==> src/rtl/ctmw_defs.vh <==
/*
 * constants of the transceiver mode and wake control block: mode codes,
 * system mode codes, wake filter and enabling delay times and cycle counts.
 * assumes a 250 MHz internal clock.
 */
`ifndef CTMW_DEFS_VH
`define CTMW_DEFS_VH

// ****************************************
// transceiver mode codes (2-bit field)
// ****************************************
`define CTMW_MODE_OFF      2'h0
`define CTMW_MODE_WAKE     2'h1
`define CTMW_MODE_RXONLY   2'h2
`define CTMW_MODE_NORMAL   2'h3
`define CTMW_MODE_RESET    2'h0

// ****************************************
// system mode codes (3-bit input)
// ****************************************
`define CTMW_SYS_NORMAL    3'h0
`define CTMW_SYS_STOP      3'h1
`define CTMW_SYS_SLEEP     3'h2
`define CTMW_SYS_RESTART   3'h3
`define CTMW_SYS_FAILSAFE  3'h4

// ****************************************
// timing
// ****************************************
`define CTMW_CLK_MHZ       250
`define CTMW_WAKE_MIN_NS   500
`define CTMW_WAKE_MAX_NS   5000
`define CTMW_TXEN_NS       200
// least times round up, longest times round down
`define CTMW_WAKE_MIN_CYC  ((`CTMW_WAKE_MIN_NS * `CTMW_CLK_MHZ + 999) / 1000)
`define CTMW_WAKE_MAX_CYC  ((`CTMW_WAKE_MAX_NS * `CTMW_CLK_MHZ) / 1000)
`define CTMW_TXEN_CYC      ((`CTMW_TXEN_NS * `CTMW_CLK_MHZ + 999) / 1000)

`endif

==> src/rtl/ctmw_phase_timer.v <==
/*
 * phase timer: counts cycles the bus level has stood unchanged and flags
 * whether the phase that just ended lay strictly between the two limits.
 * assumes the bus level input is already synchronous to ref_clk.
 */
`timescale 1ns/1ns
`default_nettype none

module ctmw_phase_timer #(
    parameter CNT_W   = 12,
    parameter MIN_CYC = 125,
    parameter MAX_CYC = 1250
) (
    input  wire             ref_clk,
    input  wire             reset_n,
    input  wire             clear,
    input  wire             level,
    output reg              edge_seen_r,
    output reg              phase_ok_r,
    output reg              too_long_r
);

    reg  [CNT_W-1:0]        cnt_r;
    reg                     level_r;
    wire                    change;
    wire                    in_window;

    assign change    = (level != level_r);
    assign in_window = (cnt_r > MIN_CYC[CNT_W-1:0]) && (cnt_r < MAX_CYC[CNT_W-1:0]);

    always @(posedge ref_clk or negedge reset_n) begin
        if (!reset_n) begin
            cnt_r       <= {CNT_W{1'b0}};
            // idle bus is recessive, so no false edge right after reset
            level_r     <= 1'b0;
            edge_seen_r <= 1'b0;
            phase_ok_r  <= 1'b0;
            too_long_r  <= 1'b0;
        end else begin
            level_r     <= level;
            edge_seen_r <= change & ~clear;
            phase_ok_r  <= change & in_window;
            // saturate so a stuck bus never wraps back into the window
            if (clear || change) begin
                cnt_r <= {{(CNT_W-1){1'b0}}, 1'b1};
            end else if (cnt_r != {CNT_W{1'b1}}) begin
                cnt_r <= cnt_r + {{(CNT_W-1){1'b0}}, 1'b1};
            end
            too_long_r  <= ~clear && (cnt_r >= MAX_CYC[CNT_W-1:0]);
        end
    end

endmodule // ctmw_phase_timer

`default_nettype wire

==> src/rtl/ctmw_can_mode_wake.v <==
/*
 * transceiver mode control and bus wake detection of a high-speed CAN
 * transceiver: mode selection gated by system mode, transmit enabling
 * delay, receive output and wake pattern recognition.
 * assumes the mode write strobe, system mode, tx_input and bus level are
 * synchronous to ref_clk; the analog driver and receiver stand outside.
 */
// Function
// - after power-up the transceiver is off, driver off, bus pins high impedance.
// - off mode may be selected in every system mode.
// - in off mode bus wake activity is ignored, no wake indication.
// - transceiver mode is chosen by a mode field written over SPI.
// - normal mode is enabled by SPI write in normal system mode.
// - normal mode is allowed only in normal or stop system mode.
// - in normal mode the driver follows tx_input: low dominant, high recessive.
// - dominant already present when delay ends never reaches the bus.
// - with an active receiver the receive output shows the bus state.
// - receive-only mode disables the driver, receiver keeps working.
// - receive-only mode selectable only in normal or stop system mode.
// - wake-capable mode allowed in stop, sleep, restart, normal; bus monitored.
// - entering fail-safe switches the transceiver to wake-capable by itself.
// - after a wake the receive output stays low until another mode is written.
// - after a wake an SPI write to normal mode is accepted.
// - wake pattern is dominant, recessive, dominant, each between the two limits.
// - entering stop or fail-safe re-arms wake detection automatically.
// - wake in sleep requests restart system mode and drives receive output low.
`timescale 1ns/1ns
`default_nettype none
`include "ctmw_defs.vh"

module ctmw_can_mode_wake #(
    parameter CNT_W    = 12,
    parameter MIN_CYC  = `CTMW_WAKE_MIN_CYC,
    parameter MAX_CYC  = `CTMW_WAKE_MAX_CYC,
    parameter TXEN_CYC = `CTMW_TXEN_CYC
) (
    input  wire             ref_clk,
    input  wire             reset_n,
    input  wire [2:0]       sys_mode,
    input  wire             mode_wr,
    input  wire [1:0]       mode_wdata,
    output wire [1:0]       mode_field,
    input  wire             tx_input,
    input  wire             bus_dominant,
    output reg              rx_output_r,
    output reg              drv_dominant_r,
    output reg              drv_enable_r,
    output reg              bias_enable_r,
    output reg              wake_flag_r,
    output reg              restart_req_r,
    output reg              tx_ready_r
);

    // ****************************************
    // mode register
    // ****************************************
    reg  [1:0]              mode_r;
    reg  [1:0]              mode_nxt;
    reg  [2:0]              sys_prev_r;
    reg                     mode_allowed;
    wire                    enter_failsafe;
    wire                    enter_stop;

    assign mode_field     = mode_r;
    assign enter_failsafe = (sys_mode == `CTMW_SYS_FAILSAFE) && (sys_prev_r != `CTMW_SYS_FAILSAFE);
    assign enter_stop     = (sys_mode == `CTMW_SYS_STOP) && (sys_prev_r != `CTMW_SYS_STOP);

    always @* begin
        case (mode_wdata)
            `CTMW_MODE_OFF: begin
                mode_allowed = 1'b1;
            end
            `CTMW_MODE_NORMAL, `CTMW_MODE_RXONLY: begin
                mode_allowed = (sys_mode == `CTMW_SYS_NORMAL) ||
                               (sys_mode == `CTMW_SYS_STOP);
            end
            `CTMW_MODE_WAKE: begin
                mode_allowed = (sys_mode == `CTMW_SYS_NORMAL) ||
                               (sys_mode == `CTMW_SYS_STOP) ||
                               (sys_mode == `CTMW_SYS_SLEEP) ||
                               (sys_mode == `CTMW_SYS_RESTART);
            end
            default: begin
                mode_allowed = 1'b0;
            end
        endcase
    end

    always @* begin
        mode_nxt = mode_r;
        if (enter_failsafe) begin
            mode_nxt = `CTMW_MODE_WAKE;
        end else if (mode_wr && mode_allowed) begin
            mode_nxt = mode_wdata;
        end
    end

    always @(posedge ref_clk or negedge reset_n) begin
        if (!reset_n) begin
            mode_r     <= `CTMW_MODE_RESET;
            sys_prev_r <= `CTMW_SYS_NORMAL;
        end else begin
            mode_r     <= mode_nxt;
            sys_prev_r <= sys_mode;
        end
    end

    // ****************************************
    // transmit enabling delay
    // ****************************************
    // counted from the cycle normal mode is entered; tx only goes live on
    // the first cycle tx_input is high after the delay, so a held low never leaks out
    reg  [CNT_W-1:0]        txen_cnt_r;
    reg                     tx_live_r;
    wire                    in_normal;

    assign in_normal = (mode_r == `CTMW_MODE_NORMAL);

    always @(posedge ref_clk or negedge reset_n) begin
        if (!reset_n) begin
            txen_cnt_r <= {CNT_W{1'b0}};
            tx_live_r  <= 1'b0;
            tx_ready_r <= 1'b0;
        end else begin
            if (!in_normal) begin
                txen_cnt_r <= {CNT_W{1'b0}};
                tx_ready_r <= 1'b0;
                tx_live_r  <= 1'b0;
            end else if (!tx_ready_r) begin
                if (txen_cnt_r >= TXEN_CYC[CNT_W-1:0] - {{(CNT_W-1){1'b0}}, 1'b1}) begin
                    tx_ready_r <= 1'b1;
                end
                txen_cnt_r <= txen_cnt_r + {{(CNT_W-1){1'b0}}, 1'b1};
            end else if (!tx_live_r && tx_input) begin
                tx_live_r <= 1'b1;
            end
        end
    end

    // ****************************************
    // wake pattern detector
    // ****************************************
    localparam ST_IDLE  = 3'h0;
    localparam ST_DOM1  = 3'h1;
    localparam ST_REC   = 3'h2;
    localparam ST_DOM2  = 3'h3;
    localparam ST_WOKEN = 3'h4;

    reg  [2:0]              wst_r;
    reg  [2:0]              wst_nxt;
    wire                    edge_seen;
    wire                    phase_ok;
    wire                    too_long;
    wire                    monitor;
    wire                    rearm;
    wire                    wake_hit;

    assign monitor  = (mode_r == `CTMW_MODE_WAKE);
    assign rearm    = !monitor || enter_stop || enter_failsafe;

    ctmw_phase_timer #(
        .CNT_W   (CNT_W),
        .MIN_CYC (MIN_CYC),
        .MAX_CYC (MAX_CYC)
    ) u_phase (
        .ref_clk     (ref_clk),
        .reset_n     (reset_n),
        .clear       (rearm),
        .level       (bus_dominant),
        .edge_seen_r (edge_seen),
        .phase_ok_r  (phase_ok),
        .too_long_r  (too_long)
    );

    // gated by the mode itself: a pattern that completes in the very cycle
    // the mode leaves wake-capable must not raise a late indication
    assign wake_hit = monitor && (wst_r == ST_DOM2) && edge_seen && phase_ok;

    always @* begin
        wst_nxt = wst_r;
        case (wst_r)
            ST_IDLE: begin
                if (edge_seen && !bus_dominant) begin
                    wst_nxt = wst_r;
                end else if (edge_seen) begin
                    wst_nxt = ST_DOM1;
                end
            end
            ST_DOM1, ST_REC, ST_DOM2: begin
                // each phase must end strictly between the two limits
                if (too_long) begin
                    wst_nxt = bus_dominant ? ST_IDLE : ST_IDLE;
                end else if (edge_seen && !phase_ok) begin
                    wst_nxt = bus_dominant ? ST_DOM1 : ST_IDLE;
                end else if (edge_seen) begin
                    wst_nxt = (wst_r == ST_DOM1) ? ST_REC :
                              (wst_r == ST_REC)  ? ST_DOM2 : ST_WOKEN;
                end
            end
            ST_WOKEN: begin
                wst_nxt = ST_WOKEN;
            end
            default: begin
                wst_nxt = ST_IDLE;
            end
        endcase
        if (rearm) begin
            wst_nxt = ST_IDLE;
        end
    end

    // ****************************************
    // wake indication
    // ****************************************
    reg                     wake_flag_nxt;
    reg                     restart_req_nxt;

    // the flag is sticky while the mode stays wake-capable; leaving the mode
    // is the only clear, and no hit can fall in that cycle since wake_hit needs the mode
    always @* begin
        wake_flag_nxt   = wake_flag_r;
        restart_req_nxt = wake_hit && (sys_mode == `CTMW_SYS_SLEEP);
        if (wake_hit) begin
            wake_flag_nxt = 1'b1;
        end else if (!monitor) begin
            wake_flag_nxt = 1'b0;
        end
    end

    always @(posedge ref_clk or negedge reset_n) begin
        if (!reset_n) begin
            wst_r         <= ST_IDLE;
            wake_flag_r   <= 1'b0;
            restart_req_r <= 1'b0;
        end else begin
            wst_r         <= wst_nxt;
            restart_req_r <= restart_req_nxt;
            wake_flag_r   <= wake_flag_nxt;
        end
    end

    // ****************************************
    // driver and receive output
    // ****************************************
    reg                     rx_active;
    reg                     rx_output_nxt;
    reg                     drv_enable_nxt;
    reg                     drv_dominant_nxt;
    reg                     bias_enable_nxt;

    // the full receiver and bias only run in normal and receive-only; in
    // wake-capable mode the receive output carries the wake indication
    always @* begin
        rx_active        = in_normal || (mode_r == `CTMW_MODE_RXONLY);
        drv_enable_nxt   = in_normal && tx_live_r;
        drv_dominant_nxt = in_normal && tx_live_r && !tx_input;
        bias_enable_nxt  = rx_active;
        if (monitor) begin
            rx_output_nxt = !(wake_flag_r || wake_hit);
        end else if (rx_active) begin
            rx_output_nxt = !bus_dominant;
        end else begin
            rx_output_nxt = 1'b1;
        end
    end

    always @(posedge ref_clk or negedge reset_n) begin
        if (!reset_n) begin
            drv_enable_r   <= 1'b0;
            drv_dominant_r <= 1'b0;
            bias_enable_r  <= 1'b0;
            rx_output_r    <= 1'b1;
        end else begin
            drv_enable_r   <= drv_enable_nxt;
            drv_dominant_r <= drv_dominant_nxt;
            bias_enable_r  <= bias_enable_nxt;
            rx_output_r    <= rx_output_nxt;
        end
    end

endmodule // ctmw_can_mode_wake

`default_nettype wire

==> config.mk <==
export PLATFORM = sky130hd
export DESIGN_NAME = ctmw_can_mode_wake
export DESIGN_NICKNAME = d
export VERILOG_FILES = /design/src/rtl/ctmw_phase_timer.v /design/src/rtl/ctmw_can_mode_wake.v
export VERILOG_INCLUDE_DIRS = /design/src /design/src/rtl
export SDC_FILE = /design/constraint.sdc
export NUM_CORES = 1
export LEC_CHECK = 0
export ABC_CLOCK_PERIOD_IN_PS = 5700
export BUFFER_PORTS_ARGS = -buffer_cell sky130_fd_sc_hd__buf_4
export CAP_MARGIN = 20
export CORE_MARGIN = 3
export CORE_UTILIZATION = 24
export CTS_CLUSTER_DIAMETER = 40
export DETAILED_ROUTE_END_ITERATION = 7
export HOLD_SLACK_MARGIN = 0.03
export PLACE_DENSITY_LB_ADDON = 0.25
export SLEW_MARGIN = 30
export SYNTH_ARGS = -nofsm -noshare
export SYNTH_HDL_FRONTEND = slang
export SYNTH_SLANG_ARGS = --single-unit
export TNS_END_PERCENT = 5
==> constraint.sdc <==
create_clock -name ref_clk -period 5.7 [get_ports ref_clk]
set_clock_uncertainty 0.15 [all_clocks]
set_input_delay 0.57 -clock ref_clk [delete_from_list [all_inputs] [get_ports ref_clk]]
set_output_delay 0.57 -clock ref_clk [all_outputs]
set_load 0.005 [all_outputs]
==> results of run 1 <==
-- synthesized netlist by cell type, drive strengths merged, types with 3 or more instances --
library cell  count
xor2              6
or3               5
nand3            14
a21oi            12
a211oi            3
nand4             4
nor4              5
and4              3
nor2             23
nand2            11
xnor2             5
and3              7
ha                7
inv               8
dfrtp            43
clkbuf            6
o21ai             7
nor3             11
nand2b            4
a31oi             5
mux2i             3
-- final cells by class --
| class | count | area (um2) |
|---|---|---|
| Clock buffer | 6 | 82.6 |
| Clock inverter | 2 | 38.8 |
| Fill cell | 888 | 5930 |
| Inverter | 8 | 30.0 |
| Multi-Input combinational cell | 154 | 968 |
| Sequential cell | 44 | 1100 |
| Tap cell | 105 | 131 |
| Timing Repair Buffer | 18 | 135 |
-- per-layer routing --
| metal | routed length (um) | share of wire | vias up | global-route usage |
|---|---|---|---|---|
| met1 | 2110 | 0.51 | 751 | 0.129 |
| met2 | 1730 | 0.42 | 37 | 0.131 |
| met3 | 211 | 0.051 | 6 | 0.0229 |
| li1 | - | - | 798 | - |
| met4 | 80 | 0.019 | 0 | 0.0373 |
| met5 | 0 | 0 | - | 0 |
-- state kept, by name (all words and copies together), names as in the netlist, 2 cells and up --
name / count
u_phase.cnt_r: 12
txen_cnt_r: 12
wst_r: 3
sys_prev_r: 3
mode_field: 2
-- stage by stage --
step	setup slack [ps]	total power, W	instance area [um2]	util	hold slack (ps)
2_1_floorplan	3670	0.000366	2140	-	124
3_3_place_gp	3580	0.000393	2370	0.281	323
3_5_place_dp	3550	0.000393	2370	0.281	321
4_1_cts	3520	0.000648	2490	0.295	134
5_1_grt	3390	0.000673	2490	0.295	157
6_report	3530	0.000639	2490	0.295	113
-- cells by family (layout without fill, tap and decap cells) --
family          Yosys count  after routing  synth area share
compound gates           34             34            0.0977
xor+xnor                 11             11            0.0450
fa+ha+maj                 7              7            0.0409
buf+inv                  16             34            0.0322
flops                    44             44             0.515
mux                       3              3            0.0140
simple gates             99             99             0.255
-- power by group --
group          internal, W  switching, W  leakage (nW)   total, W
Combinational    0.0000221     0.0000323         0.392  0.0000544
Clock             0.000143      0.000111        0.0614   0.000254
Sequential        0.000321    0.00000954         0.592   0.000330
Total             0.000487      0.000153          1.05   0.000639
-- final timing paths --
kind / startpoint / to / slack, ps / depth (start not counted)
max in group asynchronous: reset_n / rx_output_r$_DFF_PN1_ / 4900 / 1
worst max register to register: u_phase.cnt_r[1]$_DFFE_PN0P_ / u_phase.cnt_r[5]$_DFFE_PN0P_ / 3530 / 5
worst min register to register: wst_r[2]$_DFFE_PN0P_ / wst_r[1]$_DFFE_PN0P_ / 330 / 1
worst max-delay path: u_phase.cnt_r[1]$_DFFE_PN0P_ / u_phase.cnt_r[5]$_DFFE_PN0P_ / 3530 / 5
worst min-delay path: reset_n / txen_cnt_r[2]$_DFFE_PN0P_ / 110 / 1
min in group ref_clk: sys_mode[0] / sys_prev_r[0]$_DFF_PN0_ / 260 / 1
-- critical path: stages, from the launching register on --
cell and delay [ps]:
dfrtp_1 450, ha_1 300, and4_1 260, and3_1 280, or4_1 490, a21oi_1 140
==> impl_metrics.json, run 1 <==
{
  "vias": 1592,
  "synth-seq-cells": 44,
  "grt_pass1_wl_um": 7470,
  "cp_max_fo": 8,
  "start_kind": "flop",
  "netlist_instances": 214,
  "synth_area_um2": 2140,
  "maxSlewViolCount": 0,
  "maxSlewHeadroom": 0.554,
  "timing.final.crit_period_ps": 2170,
  "area_delta_synth_final_pct": 16.3,
  "async_reset_ff_frac": 1.00,
  "ys_warn_count": 0,
  "post_drt_wl_per_cell_um": 12.3,
  "status": "completed",
  "maxCapViolCount": 0,
  "crit_type": "flop to flop",
  "die_y_um": 100,
  "rsz0062_at_grt": "false",
  "drc_errors": 0,
  "drtAntennaViolNets": 0,
  "grt_usage": 0.0909,
  "cts_num_sinks": 44,
  "ir_drop_uv": 92.4,
  "max_freq_ghz": 0.461,
  "grt_overflow_total": 0,
  "insertion_delay_ps": 300,
  "cts.repair.resized": 0,
  "syn-num-nets": 231,
  "clkTransAtPathRegs_ps": 90,
  "cts_buffers": 5,
  "cts_hold_buf": 0,
  "post-place-cells": 329,
  "cts.path.max_buffers": 2,
  "chipWidth_um": 100,
  "yosys_most_used_dff": "dfrtp_1",
  "final.setup.tns_ps": 0,
  "setup_viol": 0,
  "drtIter0Drc": 93,
  "ys_seq_area_frac": 0.515,
  "gp_congestion": 0.762,
  "powerDensity_nw_per_um2": 257,
  "worstPathArrival_ps": 2230,
  "worst_setup_path_end_kind": "flop",
  "synth_edf_count": 0,
  "crit_required_ps": 5760,
  "routed_via_density": 4.72,
  "cts_setup_buffers": 0,
  "coreArea_um2": 8420,
  "layout.cells.most_common": "dfrtp_1",
  "layout_common_cells": "dfrtp_1, nor2_1, buf_4",
  "synth.distinct_cells": 41,
  "grt_pass1_vias": 1540,
  "routed_wl_um": 4130,
  "ios": 19,
  "dpl.hpwl_um": 2850,
  "port_buffers": 18,
  "die-area_um2": 10100,
  "hold_viol": 0,
  "rows": 33,
  "antenna_found_initial": 0,
  "antenna_cells": 0,
  "firstDrtPassIters": 4,
  "p_leak_nw": 1.05,
  "root_buffer": "clkbuf_8",
  "nets": 248,
  "grt_max_degree": 45,
  "synth_area_leaders": "dfrtp_1, ha_1, nor2_1, nand3_1, a21oi_1",
  "synth_top_cell_area_share": 0.503,
  "final_cells": 337,
  "worstHoldPathType": "primary input to async pin",
  "synth.avg_cell_area_um2": 10.0,
  "fin_crit_sh": 0.380,
  "cts_max_level": 2,
  "start_util": 0.254,
  "worstMarginPinSlew_ps": 663,
  "layout-drive-gt1-share": 0.151,
  "cts_tree": "yes",
  "synth_top_cell_by_area": "dfrtp_1"
}
Power figures use the tool's default switching activity.
==> inputs of run 2 (changes only) <==
--- a/config.mk
+++ b/config.mk
@@ -6,7 +6,7 @@
 export SDC_FILE = /design/constraint.sdc
 export NUM_CORES = 1
 export LEC_CHECK = 0
-export ABC_CLOCK_PERIOD_IN_PS = 5700
+export ABC_CLOCK_PERIOD_IN_PS = 2220
 export BUFFER_PORTS_ARGS = -buffer_cell sky130_fd_sc_hd__buf_4
 export CAP_MARGIN = 20
 export CORE_MARGIN = 3
==> constraint.sdc (replaced) <==
create_clock -name ref_clk -period 2.22 [get_ports ref_clk]
set_clock_uncertainty 0.15 [all_clocks]
set_input_delay 0.222 -clock ref_clk [delete_from_list [all_inputs] [get_ports ref_clk]]
set_output_delay 0.222 -clock ref_clk [all_outputs]
set_load 0.005 [all_outputs]
==> impl_metrics.json, run 2 (same netlist as run 1, synthesis figures left out) <==
{
  "status": "completed",
  "post_drt_wl_per_cell_um": 12.3,
  "insertion_delay_ps": 280,
  "nets": 258,
  "worstHoldPathType": "primary input to flop",
  "register_area_um2": 1100,
  "drc_errors": 0,
  "vias": 1674,
  "top_regs": "txen_cnt_r (12), u_phase.cnt_r (12)",
  "maxCapViolCount": 0,
  "drtIter0Drc": 88,
  "cts_max_level": 2,
  "p_int_w": 0.00115,
  "final_cells": 347,
  "crit_type": "flop to flop",
  "pwr-share-clk": 0.334,
  "final.setup.tns_ps": 0,
  "rows": 33,
  "max_freq_ghz": 0.492,
  "grt_usage": 0.0907,
  "hold_viol": 0,
  "layout_common_cells": "dfrtp_1, nor2_1, buf_4",
  "fin_crit_sh": 0.915,
  "clkTransAtPathRegs_ps": 80,
  "timing.final.crit_period_ps": 2030,
  "die-area_um2": 10100,
  "cts_num_sinks": 44,
  "post-place-cells": 333,
  "crit_end": "u_phase.cnt_r[5]$_DFFE_PN0P_",
  "rsz0062_at_grt": "false",
  "routed_via_density": 4.82,
  "sw_frac_of_total": 0.242,
  "cts.repair.resized": 0,
  "worstPathArrival_ps": 2100,
  "routed_wl_um": 4250,
  "ios": 19,
  "cts_buffers": 5,
  "antenna_cells": 0,
  "port_buffers": 18,
  "use_met3": 0.0195,
  "coreArea_um2": 8420,
  "r2r-start": "u_phase.cnt_r[0]$_DFFE_PN0P_",
  "cts_setup_buffers": 0,
  "r2r-end": "u_phase.cnt_r[5]$_DFFE_PN0P_",
  "gp_congestion": 0.764,
  "rrSetupSlack_ps": 190,
  "cts_tree": "yes",
  "crit_required_ps": 2290,
  "root_buffer": "clkbuf_8",
  "area_delta_synth_final_pct": 19.1,
  "maxSlewViolCount": 0,
  "grt-busiest-layer": "met2",
  "grt_pass1_wl_um": 7550,
  "powerDensity_nw_per_um2": 595,
  "ir_drop_uv": 235,
  "worstMarginPinSlew_ps": 575,
  "p_seq_frac": 0.558,
  "grt_pass1_vias": 1620,
  "p_leak_nw": 1.08,
  "layout-drive-gt1-share": 0.153,
  "grt.met2_usage": 0.142,
  "chipWidth_um": 100,
  "cts.path.max_buffers": 2,
  "die_y_um": 100,
  "reg2reg_depth": 5,
  "dpl.hpwl_um": 2920,
  "cp_max_fo": 7,
  "crit_path_start": "u_phase.cnt_r[0]$_DFFE_PN0P_",
  "firstDrtPassIters": 4,
  "start_kind": "flop",
  "multiInputGateArea_um2": 968,
  "grt_overflow_total": 0,
  "start_util": 0.254,
  "maxSlewHeadroom": 0.617,
  "antenna_found_initial": 0,
  "drtAntennaViolNets": 0,
  "grt_util_met1": 0.125,
  "worst_setup_path_end_kind": "flop",
  "nFillCells": 867,
  "grt_max_degree": 45,
  "finish.instance_area_um2": 2550,
  "dpl_cell_area_um2": 2400,
  "setup_viol": 0,
  "layout.cells.most_common": "dfrtp_1",
  "p_sw_w": 0.000367,
  "combinationalPowerShare": 0.107
}
[run 2: cell count changes in the layout (fill, tap and decap cells not counted), sizes merged]
cell / delta
dlygate4sd3: +6
buf: +4
clkbuf: +2
bufinv: -1
clkinv: -1
[run 2: worst min-delay path by stage]
stage / from / endpoint / slack [ps] / cells past startpoint
after floorplan: reset_n / bias_enable_r$_DFF_PN0_ / -220 / 0
after CTS: mode_wdata[0] / mode_field[0]$_DFFE_PN0P_ / 40 / 3
final: mode_wdata[0] / mode_field[0]$_DFFE_PN0P_ / 50 / 3
after global routing: mode_wdata[0] / mode_field[0]$_DFFE_PN0P_ / 60 / 3
after detailed placement: reset_n / txen_cnt_r[5]$_DFFE_PN0P_ / 120 / 1
after global placement: reset_n / txen_cnt_r[5]$_DFFE_PN0P_ / 120 / 1
[run 2: what timing repair did]
item	4_1_cts	5_1_grt
hold buffers	6	0
hold endpoints to repair	51	0
setup endpoints to repair	0	0
[run 2: power by group through the flow]
stage | Clock, W | Combinational, W | Sequential, W
final | 0.000507 | 0.000163 | 0.000847
after global routing | 0.000572 | 0.000187 | 0.000852
after CTS | 0.000539 | 0.000168 | 0.000847
after detailed placement | 0 | 0.000158 | 0.000863
after global placement | 0 | 0.000159 | 0.000863
after floorplan | 0 | 0.0000784 | 0.000861
[run 2: per-stage QoR]
stage                     setup WS (ps)  power (W)   util  hold WS (ps)
after floorplan                     188   0.000939      -          -224
after global placement              234    0.00102  0.285           118
after detailed placement            225    0.00102  0.285           117
after CTS                           195    0.00155  0.302          41.2
after global routing               56.1    0.00161  0.302          64.9
final                               189    0.00152  0.302          49.2
[run 2: area by class of cell]
class / count / area share
Clock buffer: 8 / 0.0354
Inverter: 8 / 0.0118
Multi-Input combinational cell: 154 / 0.380
Sequential cell: 44 / 0.433
Tap cell: 105 / 0.0516
Timing Repair Buffer: 28 / 0.0884
[run 2: worst max-delay path, stage by stage, from the launching register on]
cell	delay [ps]
dfrtp_1	430
ha_1	230
and4_1	230
and3_1	280
or4_1	490
a21oi_1	150
[run 2: metal layers]
layer / vias to the layer above / wire, um
li1: 815 / -
met1: 822 / 2180
met2: 33 / 1870
met3: 4 / 159
met4: 0 / 44
met5: - / 0
